<file path="src/design/agc_rf_tx_consts.vh">
// Purpose: Offsets, field positions, reset values and timing counts
// Assumes: Included by the register bank and the gain loop timer
// Notes: Byte address is four times the register index
`ifndef AGC_RF_TX_CONSTS_VH
`define AGC_RF_TX_CONSTS_VH
// Register indexes
`define IDX_GAIN_CFG 6'h1e
`define IDX_GAIN_STATIC 6'h1f
`define IDX_TX_SHAPING 6'h20
`define IDX_TX_CLOCK 6'h21
// gain_control_config fields
`define GC_SETPOINT_HI 15
`define GC_SETPOINT_LO 14
`define GC_PERIOD_HI 13
`define GC_PERIOD_LO 4
`define GC_SOURCE_BIT 3
`define GC_LOAD_BIT 2
`define GC_MODE_BIT 1
`define GC_ENABLE_BIT 0
`define GC_SETPOINT_RST 2'h2
`define GC_PERIOD_RST 10'h200
`define GC_MODE_RST 1'h1
`define GC_ENABLE_RST 1'h1
// Set point codes
`define SP_1V15 2'h0
`define SP_1V40 2'h1
`define SP_1V50 2'h2
`define SP_RESERVED 2'h3
// gain_static_values fields
`define GS_READER_HI 19
`define GS_READER_LO 10
`define GS_CARD_HI 9
`define GS_CARD_LO 0
`define GAIN_MOST_ROBUST 10'h3ff
// transmit_shaping_control fields
`define TS_DRV_SEL_BIT 26
`define TS_AMP_HI 25
`define TS_AMP_LO 24
`define TS_PREV_RC_HI 23
`define TS_PREV_RC_LO 19
`define TS_MAX_BIT 18
`define TS_RC_HI 17
`define TS_RC_LO 13
`define TS_BYPASS_BIT 12
`define TS_SLEW_HI 11
`define TS_SLEW_LO 8
`define TS_FALL_HI 7
`define TS_FALL_LO 4
`define TS_RISE_HI 3
`define TS_RISE_LO 0
`define TS_WMASK 32'h07ffffff
// transmit_clock_control fields
`define TC_LM_EN_BIT 18
`define TC_PHASE_HI 13
`define TC_PHASE_LO 11
`define TC_PREV_CM_HI 10
`define TC_PREV_CM_LO 8
`define TC_INV2_BIT 7
`define TC_WMASK 32'h00043f80
// Carrier clock enable: 250 MHz / 13.56 MHz, rounded down to whole cycles
`define CLK_KHZ 250000
`define CARRIER_KHZ 13560
`define CARRIER_DIV (`CLK_KHZ / `CARRIER_KHZ)
`define AXI_OKAY 2'h0
`define AXI_SLVERR 2'h2
`endif

</file>
<file path="src/design/gain_period_timer.v">
// Purpose: Carrier-rate tick and gain loop update pulse
// Assumes: Enabled only in automatic gain operation
// Notes: One update per (period+1) carrier cycles
`default_nettype none
`include "agc_rf_tx_consts.vh"
module gain_period_timer (
  input wire aclk,
  input wire aresetn,
  input wire run,
  input wire [9:0] period,
  output reg update_ff
);
  reg [4:0] div_ff;
  reg [9:0] cnt_ff;
  wire carrier_tick;

  // Carrier clock enable divider, compared at full integer width
  assign carrier_tick = ({27'h0000000, div_ff} == (`CARRIER_DIV - 1));
  always @(posedge aclk)
  begin
    if (!aresetn || carrier_tick)
      div_ff <= 5'h00;
    else
      div_ff <= div_ff + 5'h01;
  end

  // Period counter, restarts when the loop is off
  always @(posedge aclk)
  begin
    if (!aresetn || !run)
    begin
      cnt_ff <= 10'h000;
      update_ff <= 1'b0;
    end
    else
    begin
      update_ff <= 1'b0;
      if (carrier_tick)
      begin
        if (cnt_ff >= period)
        begin
          cnt_ff <= 10'h000;
          update_ff <= 1'b1;
        end
        else
          cnt_ff <= cnt_ff + 10'h001;
      end
    end
  end
endmodule // gain_period_timer
`default_nettype wire

</file>
<file path="src/design/agc_rf_tx_control.v">
// Purpose: Gain control and transmitter configuration register bank
// Assumes: AXI4-Lite slave on aclk, synchronous active-low reset
// Notes: Loop step input comes from the analog gain detector
// Operation
// RULE1: Set point code picks 1.15/1.40/1.50 V
// RULE2: Loop updates every period plus one carrier
// RULE3: Software keeps period value at least four
// RULE4: Source bit picks card or reader value
// RULE5: Load strobe copies value, clears itself
// RULE6: Fixed mode follows static or freezes
// RULE7: Mode bit change loads nothing
// RULE8: Enable bit: fixed at 0, loop at 1
// RULE9: Static register: reader high, card low
// RULE10: Code 3FFh is the most robust setting
// RULE11: Driver select: both at 0, single at 1
// RULE12: Max carrier bit overrides amplitude field
// RULE13: Residual code 0 full, 1F none
// RULE14: Prevention pattern uses separate residual field
// RULE15: Bypass disables shaping and rising constant
// RULE16: Slew field serves both edges
// RULE17: Edge constants only in single pump mode
// RULE18: Load-mod enable selects active card modulation
// RULE19: Phase field in 45 degree steps
// RULE20: Prevention uses its own clock mode
// RULE21: Reader mode second driver inverts carrier
// RULE22: Reserved bits read zero, writes ignored
//
// The implementer's own choice: the AXI4-Lite slave port.
`default_nettype none
`include "agc_rf_tx_consts.vh"
module agc_rf_tx_control (
  input wire aclk,
  input wire aresetn,
  input wire [7:0] s_axi_awaddr,
  input wire s_axi_awvalid,
  output reg s_axi_awready,
  input wire [31:0] s_axi_wdata,
  input wire [3:0] s_axi_wstrb,
  input wire s_axi_wvalid,
  output reg s_axi_wready,
  output reg [1:0] s_axi_bresp,
  output reg s_axi_bvalid,
  input wire s_axi_bready,
  input wire [7:0] s_axi_araddr,
  input wire s_axi_arvalid,
  output reg s_axi_arready,
  output reg [31:0] s_axi_rdata,
  output reg [1:0] s_axi_rresp,
  output reg s_axi_rvalid,
  input wire s_axi_rready,
  input wire reader_mode,
  input wire single_pump_mode,
  input wire prevention_active,
  input wire [1:0] gain_loop_step,
  output reg [1:0] gain_setpoint_ff,
  output reg [9:0] rx_divider_ff,
  output reg gain_update_ff,
  output reg both_drivers_ff,
  output reg [1:0] card_amplitude_ff,
  output reg card_carrier_max_ff,
  output reg [4:0] residual_carrier_ff,
  output reg sc_shaping_on_ff,
  output reg [3:0] shunt_slew_ff,
  output reg [3:0] fall_tau_ff,
  output reg [3:0] rise_tau_ff,
  output reg active_load_mod_ff,
  output reg [2:0] phase_offset_ff,
  output reg [2:0] prevention_clock_mode_ff,
  output reg use_prevention_clock_ff,
  output reg second_driver_invert_ff
);
  // Stored register fields
  reg [1:0] setpoint_ff;
  reg [9:0] period_ff;
  reg source_sel_ff;
  reg mode_sel_ff;
  reg loop_en_ff;
  reg [9:0] reader_gain_ff;
  reg [9:0] card_gain_ff;
  reg [31:0] shaping_ff;
  reg [31:0] clkctl_ff;
  // Write channel capture
  reg [7:0] awaddr_ff;
  reg aw_held_ff;
  reg [31:0] wdata_ff;
  reg [3:0] wstrb_ff;
  reg w_held_ff;
  wire [31:0] bmask;
  wire do_write;
  wire [5:0] widx;
  wire [5:0] ridx;
  wire [9:0] static_sel;
  wire loop_tick;
  reg [31:0] nxt_rdata;
  reg nxt_rok;
  reg [31:0] cfg_rd;
  wire [31:0] cfg_wr;
  wire [31:0] stat_wr;
  wire load_now;
  reg [3:0] step_pipe_ff;

  genvar g;
  // Byte-enable mask, one lane per strobe
  generate
    for (g = 0; g < 4; g = g + 1)
    begin : g_lane
      assign bmask[8*g+7:8*g] = {8{wstrb_ff[g]}};
    end
  endgenerate

  assign do_write = aw_held_ff && w_held_ff && !s_axi_bvalid;
  assign widx = awaddr_ff[7:2];
  assign ridx = s_axi_araddr[7:2];

  // Current config word and its byte-merged write image
  always @*
  begin
    cfg_rd = 32'h00000000;
    cfg_rd[`GC_SETPOINT_HI:`GC_SETPOINT_LO] = setpoint_ff;
    cfg_rd[`GC_PERIOD_HI:`GC_PERIOD_LO] = period_ff;
    cfg_rd[`GC_SOURCE_BIT] = source_sel_ff;
    cfg_rd[`GC_MODE_BIT] = mode_sel_ff;
    cfg_rd[`GC_ENABLE_BIT] = loop_en_ff;
  end
  assign cfg_wr = (wdata_ff & bmask) | (cfg_rd & ~bmask);
  assign stat_wr = (wdata_ff & bmask) |
    ({12'h000, reader_gain_ff, card_gain_ff} & ~bmask);
  // RULE5: load strobe pulse
  assign load_now = do_write && (widx == `IDX_GAIN_CFG) &&
    wstrb_ff[0] && wdata_ff[`GC_LOAD_BIT];

  // AXI write address and data capture, either order
  always @(posedge aclk)
  begin
    if (!aresetn)
    begin
      aw_held_ff <= 1'b0;
      w_held_ff <= 1'b0;
      awaddr_ff <= 8'h00;
      wdata_ff <= 32'h00000000;
      wstrb_ff <= 4'h0;
      s_axi_awready <= 1'b0;
      s_axi_wready <= 1'b0;
      s_axi_bvalid <= 1'b0;
      s_axi_bresp <= `AXI_OKAY;
    end
    else
    begin
      s_axi_awready <= !aw_held_ff && !s_axi_awready && !s_axi_bvalid;
      s_axi_wready <= !w_held_ff && !s_axi_wready && !s_axi_bvalid;
      if (s_axi_awvalid && s_axi_awready)
      begin
        aw_held_ff <= 1'b1;
        awaddr_ff <= s_axi_awaddr;
        s_axi_awready <= 1'b0;
      end
      if (s_axi_wvalid && s_axi_wready)
      begin
        w_held_ff <= 1'b1;
        wdata_ff <= s_axi_wdata;
        wstrb_ff <= s_axi_wstrb;
        s_axi_wready <= 1'b0;
      end
      if (do_write)
      begin
        aw_held_ff <= 1'b0;
        w_held_ff <= 1'b0;
        s_axi_bvalid <= 1'b1;
        if (widx >= `IDX_GAIN_CFG && widx <= `IDX_TX_CLOCK)
          s_axi_bresp <= `AXI_OKAY;
        else
          s_axi_bresp <= `AXI_SLVERR;
      end
      else if (s_axi_bvalid && s_axi_bready)
        s_axi_bvalid <= 1'b0;
    end
  end

  // Register writes
  always @(posedge aclk)
  begin
    if (!aresetn)
    begin
      // RULE1: set point reset
      setpoint_ff <= `GC_SETPOINT_RST;
      period_ff <= `GC_PERIOD_RST;
      source_sel_ff <= 1'b0;
      mode_sel_ff <= `GC_MODE_RST;
      // RULE8: loop on at reset
      loop_en_ff <= `GC_ENABLE_RST;
      // RULE9: static values reset to zero
      reader_gain_ff <= 10'h000;
      card_gain_ff <= 10'h000;
      shaping_ff <= 32'h00000000;
      clkctl_ff <= 32'h00000000;
    end
    else if (do_write)
    begin
      case (widx)
        `IDX_GAIN_CFG:
        begin
          // RULE1: reserved code kept as written
          setpoint_ff <= cfg_wr[`GC_SETPOINT_HI:`GC_SETPOINT_LO];
          // RULE3: minimum is up to software
          period_ff <= cfg_wr[`GC_PERIOD_HI:`GC_PERIOD_LO];
          source_sel_ff <= cfg_wr[`GC_SOURCE_BIT];
          mode_sel_ff <= cfg_wr[`GC_MODE_BIT];
          loop_en_ff <= cfg_wr[`GC_ENABLE_BIT];
        end
        `IDX_GAIN_STATIC:
        begin
          // RULE9: field split
          reader_gain_ff <= stat_wr[`GS_READER_HI:`GS_READER_LO];
          card_gain_ff <= stat_wr[`GS_CARD_HI:`GS_CARD_LO];
        end
        // RULE22: reserved bits masked off
        `IDX_TX_SHAPING:
          shaping_ff <= ((wdata_ff & bmask) | (shaping_ff & ~bmask)) &
            `TS_WMASK;
        `IDX_TX_CLOCK:
          clkctl_ff <= ((wdata_ff & bmask) | (clkctl_ff & ~bmask)) &
            `TC_WMASK;
        default:
          shaping_ff <= shaping_ff;
      endcase
    end
  end

  // Read data mux; load strobe always reads zero
  always @*
  begin
    nxt_rdata = 32'h00000000;
    nxt_rok = 1'b1;
    case (ridx)
      `IDX_GAIN_CFG: nxt_rdata = cfg_rd;
      `IDX_GAIN_STATIC: nxt_rdata = {12'h000, reader_gain_ff, card_gain_ff};
      `IDX_TX_SHAPING: nxt_rdata = shaping_ff;
      `IDX_TX_CLOCK: nxt_rdata = clkctl_ff;
      default: nxt_rok = 1'b0;
    endcase
  end

  // AXI read channel
  always @(posedge aclk)
  begin
    if (!aresetn)
    begin
      s_axi_arready <= 1'b0;
      s_axi_rvalid <= 1'b0;
      s_axi_rdata <= 32'h00000000;
      s_axi_rresp <= `AXI_OKAY;
    end
    else
    begin
      s_axi_arready <= !s_axi_arready && !s_axi_rvalid;
      if (s_axi_arvalid && s_axi_arready)
      begin
        s_axi_arready <= 1'b0;
        s_axi_rvalid <= 1'b1;
        s_axi_rdata <= nxt_rdata;
        s_axi_rresp <= nxt_rok ? `AXI_OKAY : `AXI_SLVERR;
      end
      else if (s_axi_rvalid && s_axi_rready)
        s_axi_rvalid <= 1'b0;
    end
  end

  // RULE4: static source select
  assign static_sel = source_sel_ff ? reader_gain_ff : card_gain_ff;

  // RULE2: period timer
  gain_period_timer u_timer (
    .aclk(aclk),
    .aresetn(aresetn),
    .run(loop_en_ff),
    .period(period_ff),
    .update_ff(loop_tick)
  );

  // Detector step is asynchronous: two flops before any use
  always @(posedge aclk)
    step_pipe_ff <= aresetn ? {step_pipe_ff[1:0], gain_loop_step} : 4'h0;

  // Receive divider: load, fixed follow, freeze, or loop steps
  always @(posedge aclk)
  begin
    if (!aresetn)
    begin
      rx_divider_ff <= 10'h000;
      gain_update_ff <= 1'b0;
    end
    else
    begin
      gain_update_ff <= loop_tick;
      // RULE5: load strobe copies selected value
      if (load_now)
        rx_divider_ff <= static_sel;
      // RULE6: fixed mode with mode bit 0 follows
      else if (!loop_en_ff && !mode_sel_ff)
        rx_divider_ff <= static_sel;
      // RULE8: loop operation steps on update
      else if (loop_en_ff && loop_tick)
      begin
        // RULE10: clamp at most robust code
        if (step_pipe_ff[3:2] == 2'h1 && rx_divider_ff != `GAIN_MOST_ROBUST)
          rx_divider_ff <= rx_divider_ff + 10'h001;
        else if (step_pipe_ff[3:2] == 2'h2 && rx_divider_ff != 10'h000)
          rx_divider_ff <= rx_divider_ff - 10'h001;
      end
      // RULE7: mode bit alone loads nothing
    end
  end

  // Transmitter steering outputs
  always @(posedge aclk)
  begin
    if (!aresetn)
    begin
      gain_setpoint_ff <= `GC_SETPOINT_RST;
      both_drivers_ff <= 1'b1;
      card_amplitude_ff <= 2'h0;
      card_carrier_max_ff <= 1'b0;
      residual_carrier_ff <= 5'h00;
      sc_shaping_on_ff <= 1'b1;
      shunt_slew_ff <= 4'h0;
      fall_tau_ff <= 4'h0;
      rise_tau_ff <= 4'h0;
      active_load_mod_ff <= 1'b0;
      phase_offset_ff <= 3'h0;
      prevention_clock_mode_ff <= 3'h0;
      use_prevention_clock_ff <= 1'b0;
      second_driver_invert_ff <= 1'b0;
    end
    else
    begin
      gain_setpoint_ff <= setpoint_ff;
      // RULE11: driver select
      both_drivers_ff <= !shaping_ff[`TS_DRV_SEL_BIT];
      // RULE12: max carrier overrides amplitude
      card_carrier_max_ff <= shaping_ff[`TS_MAX_BIT];
      card_amplitude_ff <= shaping_ff[`TS_MAX_BIT] ? 2'h0 :
        shaping_ff[`TS_AMP_HI:`TS_AMP_LO];
      // RULE14: prevention residual carrier
      // RULE13: code passed straight to driver
      residual_carrier_ff <= prevention_active ?
        shaping_ff[`TS_PREV_RC_HI:`TS_PREV_RC_LO] :
        shaping_ff[`TS_RC_HI:`TS_RC_LO];
      // RULE15: bypass disables shaping
      sc_shaping_on_ff <= !shaping_ff[`TS_BYPASS_BIT];
      // RULE16: common slew for both edges
      shunt_slew_ff <= shaping_ff[`TS_SLEW_HI:`TS_SLEW_LO];
      // RULE17: edge constants only in single pump
      fall_tau_ff <= single_pump_mode ?
        shaping_ff[`TS_FALL_HI:`TS_FALL_LO] : 4'h0;
      rise_tau_ff <= (single_pump_mode && !shaping_ff[`TS_BYPASS_BIT]) ?
        shaping_ff[`TS_RISE_HI:`TS_RISE_LO] : 4'h0;
      // RULE18: active load modulation in card mode
      active_load_mod_ff <= clkctl_ff[`TC_LM_EN_BIT] && !reader_mode;
      // RULE19: phase steps of 45 degrees
      phase_offset_ff <= clkctl_ff[`TC_PHASE_HI:`TC_PHASE_LO];
      // RULE20: prevention clock mode
      prevention_clock_mode_ff <= clkctl_ff[`TC_PREV_CM_HI:`TC_PREV_CM_LO];
      use_prevention_clock_ff <= prevention_active;
      // RULE21: reader mode invert only
      second_driver_invert_ff <= reader_mode && clkctl_ff[`TC_INV2_BIT];
    end
  end
endmodule // agc_rf_tx_control
`default_nettype wire

</file>
<file path="config.mk">
export PLATFORM = sky130hd
export DESIGN_NAME = agc_rf_tx_control
export DESIGN_NICKNAME = d
export VERILOG_FILES = /design/src/design/gain_period_timer.v /design/src/design/agc_rf_tx_control.v
export VERILOG_INCLUDE_DIRS = /design/src /design/src/design
export SDC_FILE = /design/constraint.sdc
export NUM_CORES = 1
export LEC_CHECK = 0
export BUFFER_PORTS_ARGS = -buffer_cell sky130_fd_sc_hd__buf_2
export CAP_MARGIN = 30
export CELL_PAD_IN_SITES_DETAIL_PLACEMENT = 1
export CELL_PAD_IN_SITES_GLOBAL_PLACEMENT = 1
export CORE_ASPECT_RATIO = 0.7
export CORE_MARGIN = 5
export CORE_UTILIZATION = 30
export DETAILED_ROUTE_END_ITERATION = 7
export PLACE_DENSITY = 0.7
export SLEW_MARGIN = 20
export SYNTH_ARGS = -nofsm -noshare
export SYNTH_HDL_FRONTEND = slang
export SYNTH_HIERARCHICAL = 1
export SYNTH_SLANG_ARGS = --single-unit
</file>
<file path="constraint.sdc">
create_clock -name aclk -period 3.23 [get_ports aclk]
set_input_delay 0.323 -clock aclk [delete_from_list [all_inputs] [get_ports aclk]]
set_output_delay 0.323 -clock aclk [all_outputs]
set_load 0.02 [all_outputs]
</file>
==> results by group <==
GRT
  • Grt ovf: 0
  • Vias in the first global route: 7583
  • Global-route wire length before repair: 44.0 mm
  • Tot GR Track Use: 17.3%
  • Maximum number of pins on one net before global-route repair: 75
  • Initial antenna violation count: 0

Route
  • Post-DRT Antenna Nets: 0
  • DR pass1 iterations: 4
  • # DRC: 0
  • Final WL: 28.2 mm
  • Vias per cell: 5.04
  • Avg WL per Cell: 18.9 µm
  • Total number of vias: 7532
  • DRT iter0 DRCs: 442

STA
  • Final Hold Fails: 0
  • Fmax: 0.342 GHz
  • Least-Margin Pin Slew: 0.822 ns
  • Final period utilization: 90.6%
  • RSZ-0062 raised after global routing: no
  • Endpoints failing setup: 0
  • Min cycle time layout: 2.93 ns
  • Final setup skew: 0.0128 ns
  • Slew headroom: 44.7%
  • Max Slew Vio Count: 0
  • Fin Setup TNS: 0 ns

Worst setup path
  • Critical path endpoint category: flip-flop
  • Kind of cell adding the most delay to the critical path: simple AND/OR/NAND/NOR gates
  • Worst-path fanout max: 9
  • Max stage delay on crit path: 0.45 ns
  • Worst reg2reg path endpoint: rx_divider_ff[8]
  • Crit path arrival time: 3.31 ns
  • Worst path cell trace: nand4_1, nor3_1, or2_2, ha_1, nor2b_1, o21a_1, o31ai_2, a21oi_1, xnor2_1, o41ai_1
  • CP Buf/Inv Count: 0
  • Worst r2r path cells: 10
  • Flop2flop setup slack: 0.30 ns
  • Crit path required time: 3.61 ns
  • Crit start category: flip-flop
  • Crit Path Class: reg2reg
  • Critical R2R Launch: rx_divider_ff[3]
  • CP max-delay cell: dfxtp_1

Floorplan
  • Die width: 212 µm
  • IO Count: 149
  • Core Region: 0.0281 mm²
  • Rows: 51
  • Die area: 0.0322 mm²
  • Die height: 152 µm
  • Initial core utilization: 30.7%

Clocking
  • Post-CTS Setup Bufs: 0
  • CTS tree: built
  • Root buf cell: clkbuf_16
  • CTS max path bufs: 3
  • CTS buffer count: 22
  • H-tree lvl count: 1
  • Clock latency on the worst-skew pair: 0.52 ns
  • Clock slew at reported path FFs: 0.06 ns
  • CTS Sinks: 207

Logic synthesis
  • Register bit total from synthesis: 207
  • Ys flop type: dfxtp_1
  • Asr flop ratio synth: 0%
  • Area of the mapped netlist: 0.00861 mm²
  • Top cell type's share of synthesized area: 48.1%
  • Register area share after synthesis: 48.1%
  • Post-Synthesis Cells: 998
  • Post-synth EDFFs: 0
  • Top area cells in the synthesized netlist: dfxtp_1 48%, nand2_1 7.3%, a21oi_1 6.6%, mux2i_1 5.2%, nand3_1 4.6%
  • Syn Area/Cell: 8.63 µm²
  • Yosys cell types: 63
  • Ys Warns: 6
  • Yosys top cell by area: dfxtp_1

Final layout
  • Synthesis-to-layout area growth: 20.4%
  • Layout cells sized above 1: 18.1%
  • N_diodes: 0
  • Core Util, Final: 36.9%
  • Most frequent cells in the layout: 207 x dfxtp_1, 168 x nand2_1, 132 x buf_2
  • Final std cells w/o fill: 1495
  • Fillers: 3347
  • Nets: 1196
  • Most common cell after layout, fill and taps aside: dfxtp_1
  • Final instance area: 0.0104 mm²
  • Footprint of the multi-input gates: 0.00412 mm²
  • FF/Latch Area: 0.00414 mm²

Worst hold path
  • Hold-critical path depth: 2
  • Worst Hold Class: in2reg
  • Hold path start: gain_loop_step[0]
  • Hold Crit Endpoint: step_pipe_ff[0]

Place
  • Placed Area: 0.00962 mm²
  • Dpl cells: 1456
  • GP Congestion: 0.825
  • Input/output buffers: 132
  • HPWL after detailed placement: 20.7 mm

Pwr
  • LEAKAGE: 4.07 nW
  • VDD IR max: 352 µV
  • Total power: 5.52 mW
  • Pwr Density: 533 mW/mm²

Run status
  • Outcome: completed

Flow run
  • Max_cap viols: 0
## worst max path at each step
stage / from / to / slack [ns] / cells past startpoint
floorplan: rx_divider_ff[4] / rx_divider_ff[6] / 0.72 / 10
global placement: rx_divider_ff[6] / rx_divider_ff[6] / 0.43 / 10
detailed placement: rx_divider_ff[3] / rx_divider_ff[8] / 0.30 / 10
CTS: rx_divider_ff[3] / rx_divider_ff[8] / 0.24 / 10
global route: rx_divider_ff[3] / rx_divider_ff[8] / 0.12 / 10
finish: rx_divider_ff[3] / rx_divider_ff[8] / 0.30 / 10
## cell usage after synthesis, types with 8 or more instances
cell	count
a21oi_1	113
a22oi_1	24
and3_1	10
nand2_1	168
clkbuf_1	50
inv_1	20
dfxtp_1	207
mux2i_1	45
ha_1	21
nor3_1	9
nand3_1	79
xnor2_1	9
nor2_1	75
nand2b_1	8
and2_1	23
o21ai_0	24
## area by class of cell
cell class              instances  share of cell area (%)
flip-flops and latches        207                    40.0
multi-input cells             709                    39.7
repair buffers                150                    8.02
clock buffers                  32                    6.16
well taps                     371                    4.48
clock inverters                 6                   0.881
inverters                      20                   0.749
## per-layer routing
layer | vias up | wire length, µm | global-route usage [%]
met5 | - | 0 | 0
met4 | 0 | 348 | 2.72
met3 | 28 | 2000 | 3.75
met2 | 196 | 10900 | 23.8
met1 | 3644 | 14900 | 27.5
li1 | 3664 | - | -
## what timing repair did
action                                 4_1_cts  5_1_grt
hold buffers                                 1        0
gates resized for setup                      0        1
endpoints found under the hold margin        1        0
setup endpoints to repair                    0        1
## logic make-up (layout without fill, tap and decap cells)
| logic type | Yosys count | after routing | share of synthesized area [%] |
|---|---|---|---|
| buf+inv | 88 | 208 | 4.53 |
| flops | 207 | 207 | 48.1 |
| compound gates | 204 | 204 | 14.5 |
| simple gates | 414 | 414 | 22.5 |
| mux | 47 | 47 | 5.49 |
| xor+xnor | 15 | 15 | 1.53 |
| other cells | 1 | 7 | 0.0436 |
| fa+ha+maj | 22 | 22 | 3.28 |
## report_power, final
part	leakage, nW	internal [mW]	switching [mW]
clock network	0.360	1.53	1.04
logic	2.03	0.100	0.199
registers	1.67	2.60	0.0496
total	4.07	4.23	1.29
## per-stage QoR
stage          hold slack, ns  setup slack [ns]
2_1_floorplan           0.371             0.721
3_3_place_gp            0.427             0.426
3_5_place_dp            0.426             0.298
4_1_cts                0.0198             0.238
5_1_grt                0.0359             0.120
6_report               0.0355             0.302
Note: power is estimated with default switching activity, not from simulation.
